File: config.mk
export PLATFORM = sky130hd
export DESIGN_NAME = ccc_core
export DESIGN_NICKNAME = d
export VERILOG_FILES = /design/src/ccc_addr_gen.v /design/src/ccc_core.v
export VERILOG_INCLUDE_DIRS = /design/src
export SDC_FILE = /design/constraint.sdc
export NUM_CORES = 1
export LEC_CHECK = 0
export BUFFER_PORTS_ARGS = -buffer_cell sky130_fd_sc_hd__clkbuf_2
export CAP_MARGIN = 20
export CORE_MARGIN = 2
export CORE_UTILIZATION = 52
export DETAILED_ROUTE_END_ITERATION = 7
export PLACE_DENSITY_LB_ADDON = 0.15
export SETUP_SLACK_MARGIN = 0.5
export SLEW_MARGIN = 0
export SYNTH_ARGS = -nofsm -noshare
export SYNTH_HDL_FRONTEND = slang
export SYNTH_SLANG_ARGS = --single-unit
File: constraint.sdc
create_clock -name sys_clk -period 2.6 [get_ports sys_clk]
set_input_delay 0.39 -clock sys_clk [delete_from_list [all_inputs] [get_ports sys_clk]]
set_output_delay 0.39 -clock sys_clk [all_outputs]
set_load 0.05 [all_outputs]
File: src/ccc_defines.vh
// Purpose: constants for the clear/complement/compare instruction block
// Assumes: 16-bit instruction words, 8-bit data path
// Notes: included by both design files
`ifndef CCC_DEFINES_VH
`define CCC_DEFINES_VH
// *******************************
// opcodes
// *******************************
`define OP_WDCLR_WORD 16'h0004
`define BIT_ACCESS 8
`define BIT_DEST 9
`define OP_CLR_HI 7'h35
`define OP_COM_HI 6'h07
`define OP_CPSEQ_HI 7'h31
`define IDX_LIMIT 8'h5f
// *******************************
// phases
// *******************************
`define PH_DECODE 2'h0
`define PH_READ 2'h1
`define PH_PROC 2'h2
`define PH_WRITE 2'h3
`endif

File: src/ccc_addr_gen.v
// Purpose: operand address forming for register-operand instructions
// Assumes: 12-bit data address, 4-bit bank select
// Notes: combinational
`timescale 1ns/1ps
`include "ccc_defines.vh"
module ccc_addr_gen (
    input wire [7:0] field,        // register field of the opcode
    input wire access_bit,         // access/bank selector
    input wire ext_set_en,         // extended instruction set enabled
    input wire [3:0] bank_sel,     // bank select register value
    input wire [11:0] index_base,  // index register for literal offset
    output reg [11:0] addr         // resulting data address
);
    always @* begin
        if (!access_bit && ext_set_en && field <= `IDX_LIMIT) begin
            addr = index_base + {4'h0, field};
        end else if (!access_bit) begin
            // access bank: low half to bank 0, upper half to the top bank
            addr = field[7] ? {4'hf, field} : {4'h0, field};
        end else begin
            addr = {bank_sel, field};
        end
    end
endmodule

File: src/ccc_core.v
// Purpose: decode and execute clear, watchdog-clear, complement, compare-skip
// Assumes: one instruction word presented per four-phase cycle
// Notes: data memory is external and read combinationally via rd_addr
`timescale 1ns/1ps
`include "ccc_defines.vh"
module ccc_core (
    input wire sys_clk,            // instruction clock
    input wire rst_n,              // asynchronous reset, active low
    input wire instr_valid,        // new instruction word offered
    input wire [15:0] instr,       // instruction word
    input wire ext_set_en,         // extended instruction set enabled
    input wire [3:0] bank_sel,     // bank select register value
    input wire [11:0] index_base,  // index base for literal offset mode
    input wire [7:0] wreg_in,      // working register value
    input wire [7:0] rd_data,      // data read from memory
    output wire instr_ready,       // block accepts a word in decode phase
    output wire [11:0] rd_addr,    // data memory read address
    output wire mem_we,            // data memory write strobe
    output wire [11:0] mem_waddr,  // data memory write address
    output wire [7:0] mem_wdata,   // data memory write data
    output wire wreg_we,           // working register write strobe
    output wire [7:0] wreg_wdata,  // working register write data
    output wire zero_flag,         // status zero
    output wire neg_flag,          // status negative
    output wire timeout_flag_n,    // status time-out, active low
    output wire powerdown_flag_n,  // status power-down, active low
    output wire watchdog_clr,      // watchdog counter and postscaler reset
    output wire [7:0] watchdog_counter, // watchdog counter
    output wire skip_active        // discarded instruction cycle running
);
    // *******************************
    // decode
    // *******************************
    localparam OP_NONE = 3'h0;
    localparam OP_CLR = 3'h1;
    localparam OP_WCLR = 3'h2;
    localparam OP_COM = 3'h3;
    localparam OP_CPS = 3'h4;

    reg [1:0] phase_reg;
    reg [1:0] phase_next;
    reg [2:0] op_reg;
    reg [2:0] op_next;
    reg [15:0] ir_reg;
    reg skip_pending_reg;
    reg [7:0] result_reg;
    reg equal_reg;
    reg instr_ready_reg;
    reg [11:0] rd_addr_reg;
    reg mem_we_reg;
    reg [11:0] mem_waddr_reg;
    reg [7:0] mem_wdata_reg;
    reg wreg_we_reg;
    reg [7:0] wreg_wdata_reg;
    reg zero_flag_reg;
    reg neg_flag_reg;
    reg timeout_flag_n_reg;
    reg powerdown_flag_n_reg;
    reg watchdog_clr_reg;
    reg [7:0] watchdog_counter_reg;
    reg skip_active_reg;
    wire [11:0] addr;
    wire take_word;
    wire wd_clear_now;

    // *******************************
    // outputs
    // *******************************
    assign instr_ready = instr_ready_reg;
    assign rd_addr = rd_addr_reg;
    assign mem_we = mem_we_reg;
    assign mem_waddr = mem_waddr_reg;
    assign mem_wdata = mem_wdata_reg;
    assign wreg_we = wreg_we_reg;
    assign wreg_wdata = wreg_wdata_reg;
    assign zero_flag = zero_flag_reg;
    assign neg_flag = neg_flag_reg;
    assign timeout_flag_n = timeout_flag_n_reg;
    assign powerdown_flag_n = powerdown_flag_n_reg;
    assign watchdog_clr = watchdog_clr_reg;
    assign watchdog_counter = watchdog_counter_reg;
    assign skip_active = skip_active_reg;

    assign take_word = (phase_reg == `PH_DECODE) && instr_valid;
    assign wd_clear_now = (phase_reg == `PH_PROC) && (op_reg == OP_WCLR);

    always @* begin
        if (instr == `OP_WDCLR_WORD) begin
            op_next = OP_WCLR;
        end else if (instr[15:9] == `OP_CLR_HI) begin
            op_next = OP_CLR;
        end else if (instr[15:10] == `OP_COM_HI) begin
            op_next = OP_COM;
        end else if (instr[15:9] == `OP_CPSEQ_HI) begin
            op_next = OP_CPS;
        end else begin
            op_next = OP_NONE;
        end
    end

    ccc_addr_gen u_addr (
        .field(ir_reg[7:0]),
        .access_bit(ir_reg[`BIT_ACCESS]),
        .ext_set_en(ext_set_en),
        .bank_sel(bank_sel),
        .index_base(index_base),
        .addr(addr)
    );

    // *******************************
    // four-phase sequencer
    // *******************************
    always @* begin
        case (phase_reg)
            `PH_DECODE: begin
                phase_next = take_word ? `PH_READ : `PH_DECODE;
            end
            `PH_READ: phase_next = `PH_PROC;
            `PH_PROC: phase_next = `PH_WRITE;
            `PH_WRITE: phase_next = `PH_DECODE;
            default: phase_next = `PH_DECODE;
        endcase
    end

    always @(posedge sys_clk or negedge rst_n) begin
        if (!rst_n) begin
            phase_reg <= `PH_DECODE;
        end else begin
            phase_reg <= phase_next;
        end
    end

    // *******************************
    // watchdog counter
    // *******************************
    // free count; the clear pulse also resets the postscaler outside
    always @(posedge sys_clk or negedge rst_n) begin
        if (!rst_n) begin
            watchdog_counter_reg <= 8'h00;
            watchdog_clr_reg <= 1'b0;
            timeout_flag_n_reg <= 1'b1;
            powerdown_flag_n_reg <= 1'b1;
        end else begin
            watchdog_clr_reg <= wd_clear_now;
            if (wd_clear_now) begin
                watchdog_counter_reg <= 8'h00;
                timeout_flag_n_reg <= 1'b1;
                powerdown_flag_n_reg <= 1'b1;
            end else begin
                watchdog_counter_reg <= watchdog_counter_reg + 8'h01;
            end
        end
    end

    // *******************************
    // operand, result and write-back
    // *******************************
    always @(posedge sys_clk or negedge rst_n) begin
        if (!rst_n) begin
            op_reg <= OP_NONE;
            ir_reg <= 16'h0000;
            skip_pending_reg <= 1'b0;
            result_reg <= 8'h00;
            equal_reg <= 1'b0;
            instr_ready_reg <= 1'b1;
            rd_addr_reg <= 12'h000;
            mem_we_reg <= 1'b0;
            mem_waddr_reg <= 12'h000;
            mem_wdata_reg <= 8'h00;
            wreg_we_reg <= 1'b0;
            wreg_wdata_reg <= 8'h00;
            zero_flag_reg <= 1'b0;
            neg_flag_reg <= 1'b0;
            skip_active_reg <= 1'b0;
        end else begin
            mem_we_reg <= 1'b0;
            wreg_we_reg <= 1'b0;
            case (phase_reg)
                `PH_DECODE: begin
                    if (take_word) begin
                        ir_reg <= instr;
                        // the word fetched behind a taken skip runs as nop
                        if (skip_pending_reg) begin
                            op_reg <= OP_NONE;
                        end else begin
                            op_reg <= op_next;
                        end
                        skip_active_reg <= skip_pending_reg;
                        skip_pending_reg <= 1'b0;
                        instr_ready_reg <= 1'b0;
                    end
                end
                `PH_READ: begin
                    rd_addr_reg <= addr;
                    mem_waddr_reg <= addr;
                end
                `PH_PROC: begin
                    case (op_reg)
                        OP_CLR: result_reg <= 8'h00;
                        OP_COM: result_reg <= ~rd_data;
                        OP_CPS: begin
                            // difference only judged, never stored
                            equal_reg <= (rd_data - wreg_in) == 8'h00;
                        end
                        default: result_reg <= result_reg;
                    endcase
                end
                `PH_WRITE: begin
                    case (op_reg)
                        OP_CLR: begin
                            mem_we_reg <= 1'b1;
                            mem_wdata_reg <= 8'h00;
                            zero_flag_reg <= 1'b1;
                        end
                        OP_COM: begin
                            if (ir_reg[`BIT_DEST]) begin
                                mem_we_reg <= 1'b1;
                                mem_wdata_reg <= result_reg;
                            end else begin
                                wreg_we_reg <= 1'b1;
                                wreg_wdata_reg <= result_reg;
                            end
                            zero_flag_reg <= (result_reg == 8'h00);
                            neg_flag_reg <= result_reg[7];
                        end
                        OP_CPS: skip_pending_reg <= equal_reg;
                        default: skip_pending_reg <= 1'b0;
                    endcase
                    instr_ready_reg <= 1'b1;
                end
                default: ir_reg <= ir_reg;
            endcase
        end
    end
endmodule

==> results of run 1 <==
-- synth_stat cells (2+ instances only) --
cell,number
nand4_1,3
o211ai_1,2
o41ai_1,3
mux2_2,19
nor4b_1,2
nand3b_1,3
ha_1,20
and3_1,7
clkbuf_1,9
inv_1,30
nand3_1,19
nor2_1,27
a311oi_1,2
dfrtp_1,67
o21ai_0,29
nor4_1,3
xnor2_1,4
nor3_1,9
mux2i_1,2
a21oi_1,17
a31oi_1,6
a21o_1,3
or3_1,2
nor2b_1,3
nand2b_1,8
o31a_1,2
buf_4,14
nand2_1,41
o22ai_1,4
xor2_1,5
-- power by group --
group	internal, mW	switching, mW	leakage (nW)
Sequential	1.41	0.327	0.839
Combinational	0.838	1.84	1.31
Clock	0.447	0.438	0.0958
-- layout by cell type, fill, tap and decap left out, types with 2 or more instances in the layout --
cell type     n
a21oi_1      17
nor2b_1       2
and3_1        7
nand2_1      41
a31oi_1       6
dfrtp_1      67
clkinvlp_4    2
mux2_2       19
clkinv_4      2
xnor2_1       4
ha_1         19
inv_1        30
o41ai_1       3
o21ai_0      29
conb_1        2
clkbuf_8      9
clkbuf_2    105
xor2_1        5
o31a_1        2
o22ai_1       4
mux2i_1       2
a311oi_2      2
nor3_1        9
o211ai_1      2
or3_1         2
nand3_1      19
nor2_1       27
nand2b_1      8
nor4_1        3
nand3b_1      3
a21o_1        3
nand4_1       3
buf_4         8
nor4b_1       2
-- layer usage --
| layer | vias to the layer above | global-route usage (%) |
|---|---|---|
| met5 | - | 0 |
| met4 | 0 | 7.576 |
| met3 | 9 | 4.757 |
| met2 | 85 | 34.45 |
| met1 | 1474 | 31.80 |
| li1 | 1560 | - |
-- logic make-up (layout without fill, tap and decap cells) --
logic type / after synthesis / count (layout) / share of synthesized area [%]
AOI/OAI and AO/OA: 78 / 78 / 12.83
other: 1 / 2 / 0.1012
and+or+nand+nor: 136 / 136 / 18.50
muxes: 21 / 21 / 6.311
xor gates and xnor gates: 9 / 9 / 2.126
DFF: 68 / 68 / 45.93
buffers and inverters: 54 / 160 / 6.919
adders and majority gates: 21 / 21 / 7.290
-- through the flow --
step / cells / total power, mW
3_3_place_gp: 573 / 4.288
6_report: 591 / 5.294
4_1_cts: 590 / 5.283
3_5_place_dp: 573 / 4.350
5_1_grt: 591 / 5.651
2_1_floorplan: 389 / 3.851
-- area by class of cell --
cell class | instances | share of cell area, %
sequential | 68 | 37.73
inverter | 30 | 2.495
clock buffer | 9 | 2.745
timing repair buffer | 114 | 13.09
multi-input combinational | 267 | 39.59
clock inverter | 7 | 1.691
tap | 96 | 2.661
-- path summary, 6_finish.rpt --
check	to	slack [ps]	start	cells past startpoint
worst max-delay path	mem_waddr[11]	570	ir_reg[4]	6
worst min register to register	equal_reg	490	equal_reg	2
min in group sys_clk	result_reg[7]	260	rd_data[7]	2
worst max register to register	mem_waddr[11]	570	ir_reg[4]	6
worst min-delay path	mem_waddr[7]	40	rst_n	2
max in group asynchronous	wreg_wdata[5]	2150	rst_n	2
-- repair_timing --
action	in CTS	in global routing
endpoints found under the setup margin	2	13
resized for setup	3	3
pin swaps	0	5
setup buffers	1	1
==> results.md, run 1 <==
- Post-synth EDFFs: 0
- Relative slew margins: 51.86%
- Slew @ Worst Pin: about 700 ps
- CTS tree: built
- Slew Limit Fails: 0
- Worst hold path type: input port to asynchronous set/reset pin
- Syn-to-layout area delta: 21.73%
- Via/cell ratio: 5.293
- Critical path cell sequence: ha_4 -> a21o_1 -> a31o_1 -> or4b_4 -> nor4b_1 -> nor3_1
- GPL Wtd Cong: approximately 0.92
- First-pass GRT wire length: between 10 and 15 mm
- Seq/Total Area, Yosys: 45.93%
- Startpoint Class: register
- Worst VDD drop: 0.6750 mV
- Status: finished, final reports clean
- Met2 Wirelength: 3.712 mm
- Worst setup EP type: register
- Buffers and inverters on the worst path: 0
- Rows: 30
- # IOs: between 100 and 150
- Detail Placement HPWL: 6.300 mm
- Async set-reset flop share out of synthesis: 100.0%
- Clock buffer depth: 2
- Critical Path Fanout Max: 6
- H-tree depth: 3
- Final net count: about 560
- Cell taking the most area after synthesis: dfrtp_1
- Distinct cell type count after synthesis: 53
- Layout cells sized above 1: 32.53%
- Count of input and output buffers: 106
- Post-CTS Hold Fix Bufs: 0
- Maxcap violations: 0
- DIE HEIGHT: a little under 90 um
- Mean Syn Cell Area: 9.555 um2
- Setup ws final: 567.5 ps
- Worst slack, placed: 287.3 ps
- Clock root buffer: clkbuf_8
- Pwr Density: 1173 nW/um2
- Maximum number of pins on one net before global-route repair: 42
- Minimum clock period: 2032 ps
- Initial Utilization: 54.27%
- Sink Count: 68
- Total iterations of the first detailed-routing run: 4
- Leak: 2.242 nW
- Critical path arrival: 2310 ps
- CP max-delay cell: or4b_4
- CTS clk-pin slew, worst paths: 80 ps
- RSZ-0062 raised after global routing: yes
- DR vias: between 3000 and 4000
- Post-route cell area: approximately 4500 um2
- Top layer reached by signal wires: met4
- Met3 WL: 368 um
- GRT overflow: 0
- Max reg flops: 12
- Crit Path Category: register to register
- TritonCTS Buffers: 9
- CP max stage delay: approximately 530 ps
- Drt wl/cell: 14.00 um
- Clock latency on the worst-skew pair: ~360 ps
- Synth warn: 0
- Initial antenna violation count: 0
- F_max: 492.0 MHz
- Core footprint: 6832 um2
- DRC viols: 0
- Die Area: 7821 um2
- Initial drt markers: 145
- Final setup viols: 0
- Synth area leaders: dfrtp_1 (45%), ha_1 (6.7%), mux2_2 (5.8%)
- Remaining antenna violation count: 0
- Yosys top cell area share: 45.22%
- Req. time, crit path: roughly 2900 ps
- Antenna cells: 0
- Die Wd: 88.44 um
- Layout fillers: 588
- Tcrit/Tclk final: 78.17%
- All-Layer GR Usage: 22.44%
- Multi-input gate area: 1787 um2
- WHS: 41.77 ps
- Top Family by Delay on Critical Path: simple AND/OR/NAND/NOR gates
- Sequential cell area: 1703 um2
- Final wirelength: ~8.3 mm
- Final hold violations: 0
- Fin util: 66.06%
- Mapped cell area: 3707 um2
- Cell count after synthesis: 388
- Seq cells post-synth: slightly below 70
- Top_reg_cell synth: dfrtp_1
- M1 wire length: 4.061 mm
- Number of global-route vias before repair: roughly 2800
- Placed Area: about 4300 um2
- Worst Clk Skew: 13.32 ps
- Final setup TNS: 0 ps
(Power assumes the default switching activity.)
==> run 2, diff against run 1 <==
--- a/config.mk
+++ b/config.mk
@@ -9,7 +9,7 @@
 export BUFFER_PORTS_ARGS = -buffer_cell sky130_fd_sc_hd__clkbuf_2
 export CAP_MARGIN = 20
 export CORE_MARGIN = 2
-export CORE_UTILIZATION = 52
+export CORE_UTILIZATION = 47
 export DETAILED_ROUTE_END_ITERATION = 7
 export PLACE_DENSITY_LB_ADDON = 0.15
 export SETUP_SLACK_MARGIN = 0.5
==> constraint.sdc (replaced) <==
create_clock -name sys_clk -period 1.7 [get_ports sys_clk]
set_input_delay 0.255 -clock sys_clk [delete_from_list [all_inputs] [get_ports sys_clk]]
set_output_delay 0.255 -clock sys_clk [all_outputs]
set_load 0.05 [all_outputs]
==> results.md, run 2 (synthesized netlist as in run 1, its figures left out) <==
- Core footprint: 7687 um2
- Layout fillers: roughly 350
- RSZ-0062 raised after global routing: yes
- Clock buffer depth: 2
- Hold Crit Start: rd_data[7]
- All-Layer GR Usage: 26.12%
- CTS clk-pin slew, worst paths: around 80 ps
- TritonCTS Buffers: 9
- Die Wd: 92.82 um
- Tcrit/Tclk final: 126.0%
- Post-Layout Cell Count: between 600 and 700
- Hold Path Depth: 2
- Critical path cell sequence: ha_4 -> a21o_1 -> a31o_1 -> or4b_4 -> a311oi_1 -> nor3_1
- Count of input and output buffers: 106
- Worst setup EP type: register
- Worst VDD drop: 1.162 mV
- Reg2Reg Capture Point: mem_waddr[9]
- Worst slack, placed: -309.2 ps
- Fin util: a little under nine tenths
- Maxcap violations: 0
- Most common cell after layout, fill and taps aside: buf_4
- Final wirelength: 13.97 mm
- Final net count: 650
- Max reg flops: 12
- Placed Cells: between 600 and 700
- GPL Wtd Cong: 0.8398
- Layout cells sized above 1: around three fifths
- Combinational power share: between 60% and 70%
- CP max stage delay: 540 ps
- Sink Count: 68
- Number of global-route vias before repair: roughly 3500
- Internal: 6.389 mW
- Crit Path Category: register to register
- H-tree depth: 3
- Seq pwr share: 25.1%
- F_max: between 400 and 500 MHz
- # IOs: 109
- CP max-delay cell: or4b_4
- Worst hold path type: input port to register
- Final hold violations: 0
- DRC viols: 0
- Maximum number of pins on one net before global-route repair: 69
- Via/cell ratio: 5.747
- WHS: 126.7 ps
- Initial antenna violation count: 0
- Drt wl/cell: 20.42 um
- GRT overflow: 0
- Worst R2R Start: ir_reg[4]
- Critical path arrival: 2360 ps
- Detail Placement HPWL: 6.774 mm
- Switching pwr: 5.414 mW
- Die Area: 8615 um2
- Most frequent cells in the layout: buf_4 (57), dfrtp_1 (56), clkbuf_2 (50), buf_8 (43), buf_6 (28)
- CTS tree: built
- Antenna cells: 0
- Initial Utilization: 48.23%
- Worst Clk Skew: 13.92 ps
- Pwr Density: about 1800 nW/um2
- Top Family by Delay on Critical Path: compound AO/OA/AOI/OAI gates
- First-pass GRT wire length: 17.51 mm
- Final setup TNS: -2044 ps
- Syn-to-layout area delta: 78.94%
- Clock root buffer: clkbuf_8
- Total iterations of the first detailed-routing run: 5
- DIE HEIGHT: 92.82 um
- Minimum clock period: 2142 ps
- Setup ws final: -441.7 ps
- Buffers and inverters on the worst path: 0
- Critical Path Fanout Max: 4
- DR vias: just under 4000
- Remaining antenna violation count: 0
- Initial drt markers: between 200 and 300
- Status: finished, violations left
- Slew Limit Fails: 0
- Clock share of power: 11.8%
- Leak: 3.048 nW
- Sw Share: 45.87%
- Clock latency on the worst-skew pair: 360 ps
- Startpoint Class: register
- R2R cell count: 6
- Worst Hold Path EP: result_reg[7]
- Rows: 32
- R2R setup slack: -440 ps
- Failing checks: setup timing
- Req. time, crit path: 1920 ps
- Final setup viols: 9
## run 2: changes by cell type in the layout (fill, tap and decap cells not counted), sizes merged
cell         delta
clkinv          -1
and3            +1
clkinvlp        +1
buf           +124
dlygate4sd3     +1
clkbuf         -42
nand2           +3
## run 2: worst reg2reg max path, cell delays in order (launching register included)
cell and delay, ps:
dfrtp_1 430, ha_4 270, a21o_1 180, a31o_1 210
or4b_4 540, a311oi_1 290, nor3_1 100
## run 2: power groups by stage
stage	clock network, mW	registers (mW)	logic, mW
after floorplan	0	3.54	2.60
after global placement	0	2.67	4.47
after detailed placement	0	2.70	4.54
after CTS	1.38	2.73	6.22
after global routing	1.49	3.02	7.78
final	1.40	2.96	7.44
## run 2: final cells by class
class                   count  area (um2)  area share, %
multi-input cells         271        2469          37.21
repair buffers            197        1999          30.14
flip-flops and latches     68        1717          25.88
well taps                 102       127.6          1.924
clock buffers               9       123.9          1.867
inverters                  30       122.6          1.848
clock inverters             7       75.07          1.132
## run 2: how the worst max path moves through the flow
| stage | start | end | slack (ps) | cells past startpoint |
|---|---|---|---|---|
| after floorplan | ir_reg[4] | mem_waddr[11] | -220 | 6 |
| after global placement | index_base[1] | mem_waddr[9] | -250 | 7 |
| after detailed placement | ir_reg[4] | mem_waddr[9] | -310 | 6 |
| after CTS | ir_reg[4] | mem_waddr[9] | -290 | 6 |
| after global routing | ir_reg[6] | mem_waddr[9] | -540 | 7 |
| final | ir_reg[4] | mem_waddr[9] | -440 | 6 |
## run 2: repair_timing
item                                    CTS  global route
gates cloned                              6             3
buffers inserted                         29            25
endpoints found under the setup margin  119           118
hold buffers                              1             0
hold endpoints to repair                 67             0
pin swaps                                33            15
resized for setup                       194           122
## run 2: layer usage
layer | track usage, % | part of all wire [%] | up-vias
met5 | 0 | 0 | -
met4 | 9.436 | 4.2 | 0
met3 | 3.987 | 5.9 | 58
met2 | 42.75 | 51 | 212
met1 | 35.25 | 39 | 1920
li1 | - | - | 1741
## run 2: per-stage QoR
step / area (um2) / power (mW)
floorplan: 3936 / 6.138
global placement: 4661 / 7.141
detailed placement: 4661 / 7.243
CTS: 6005 / 10.33
global route: 6634 / 12.28
finish: 6634 / 11.80
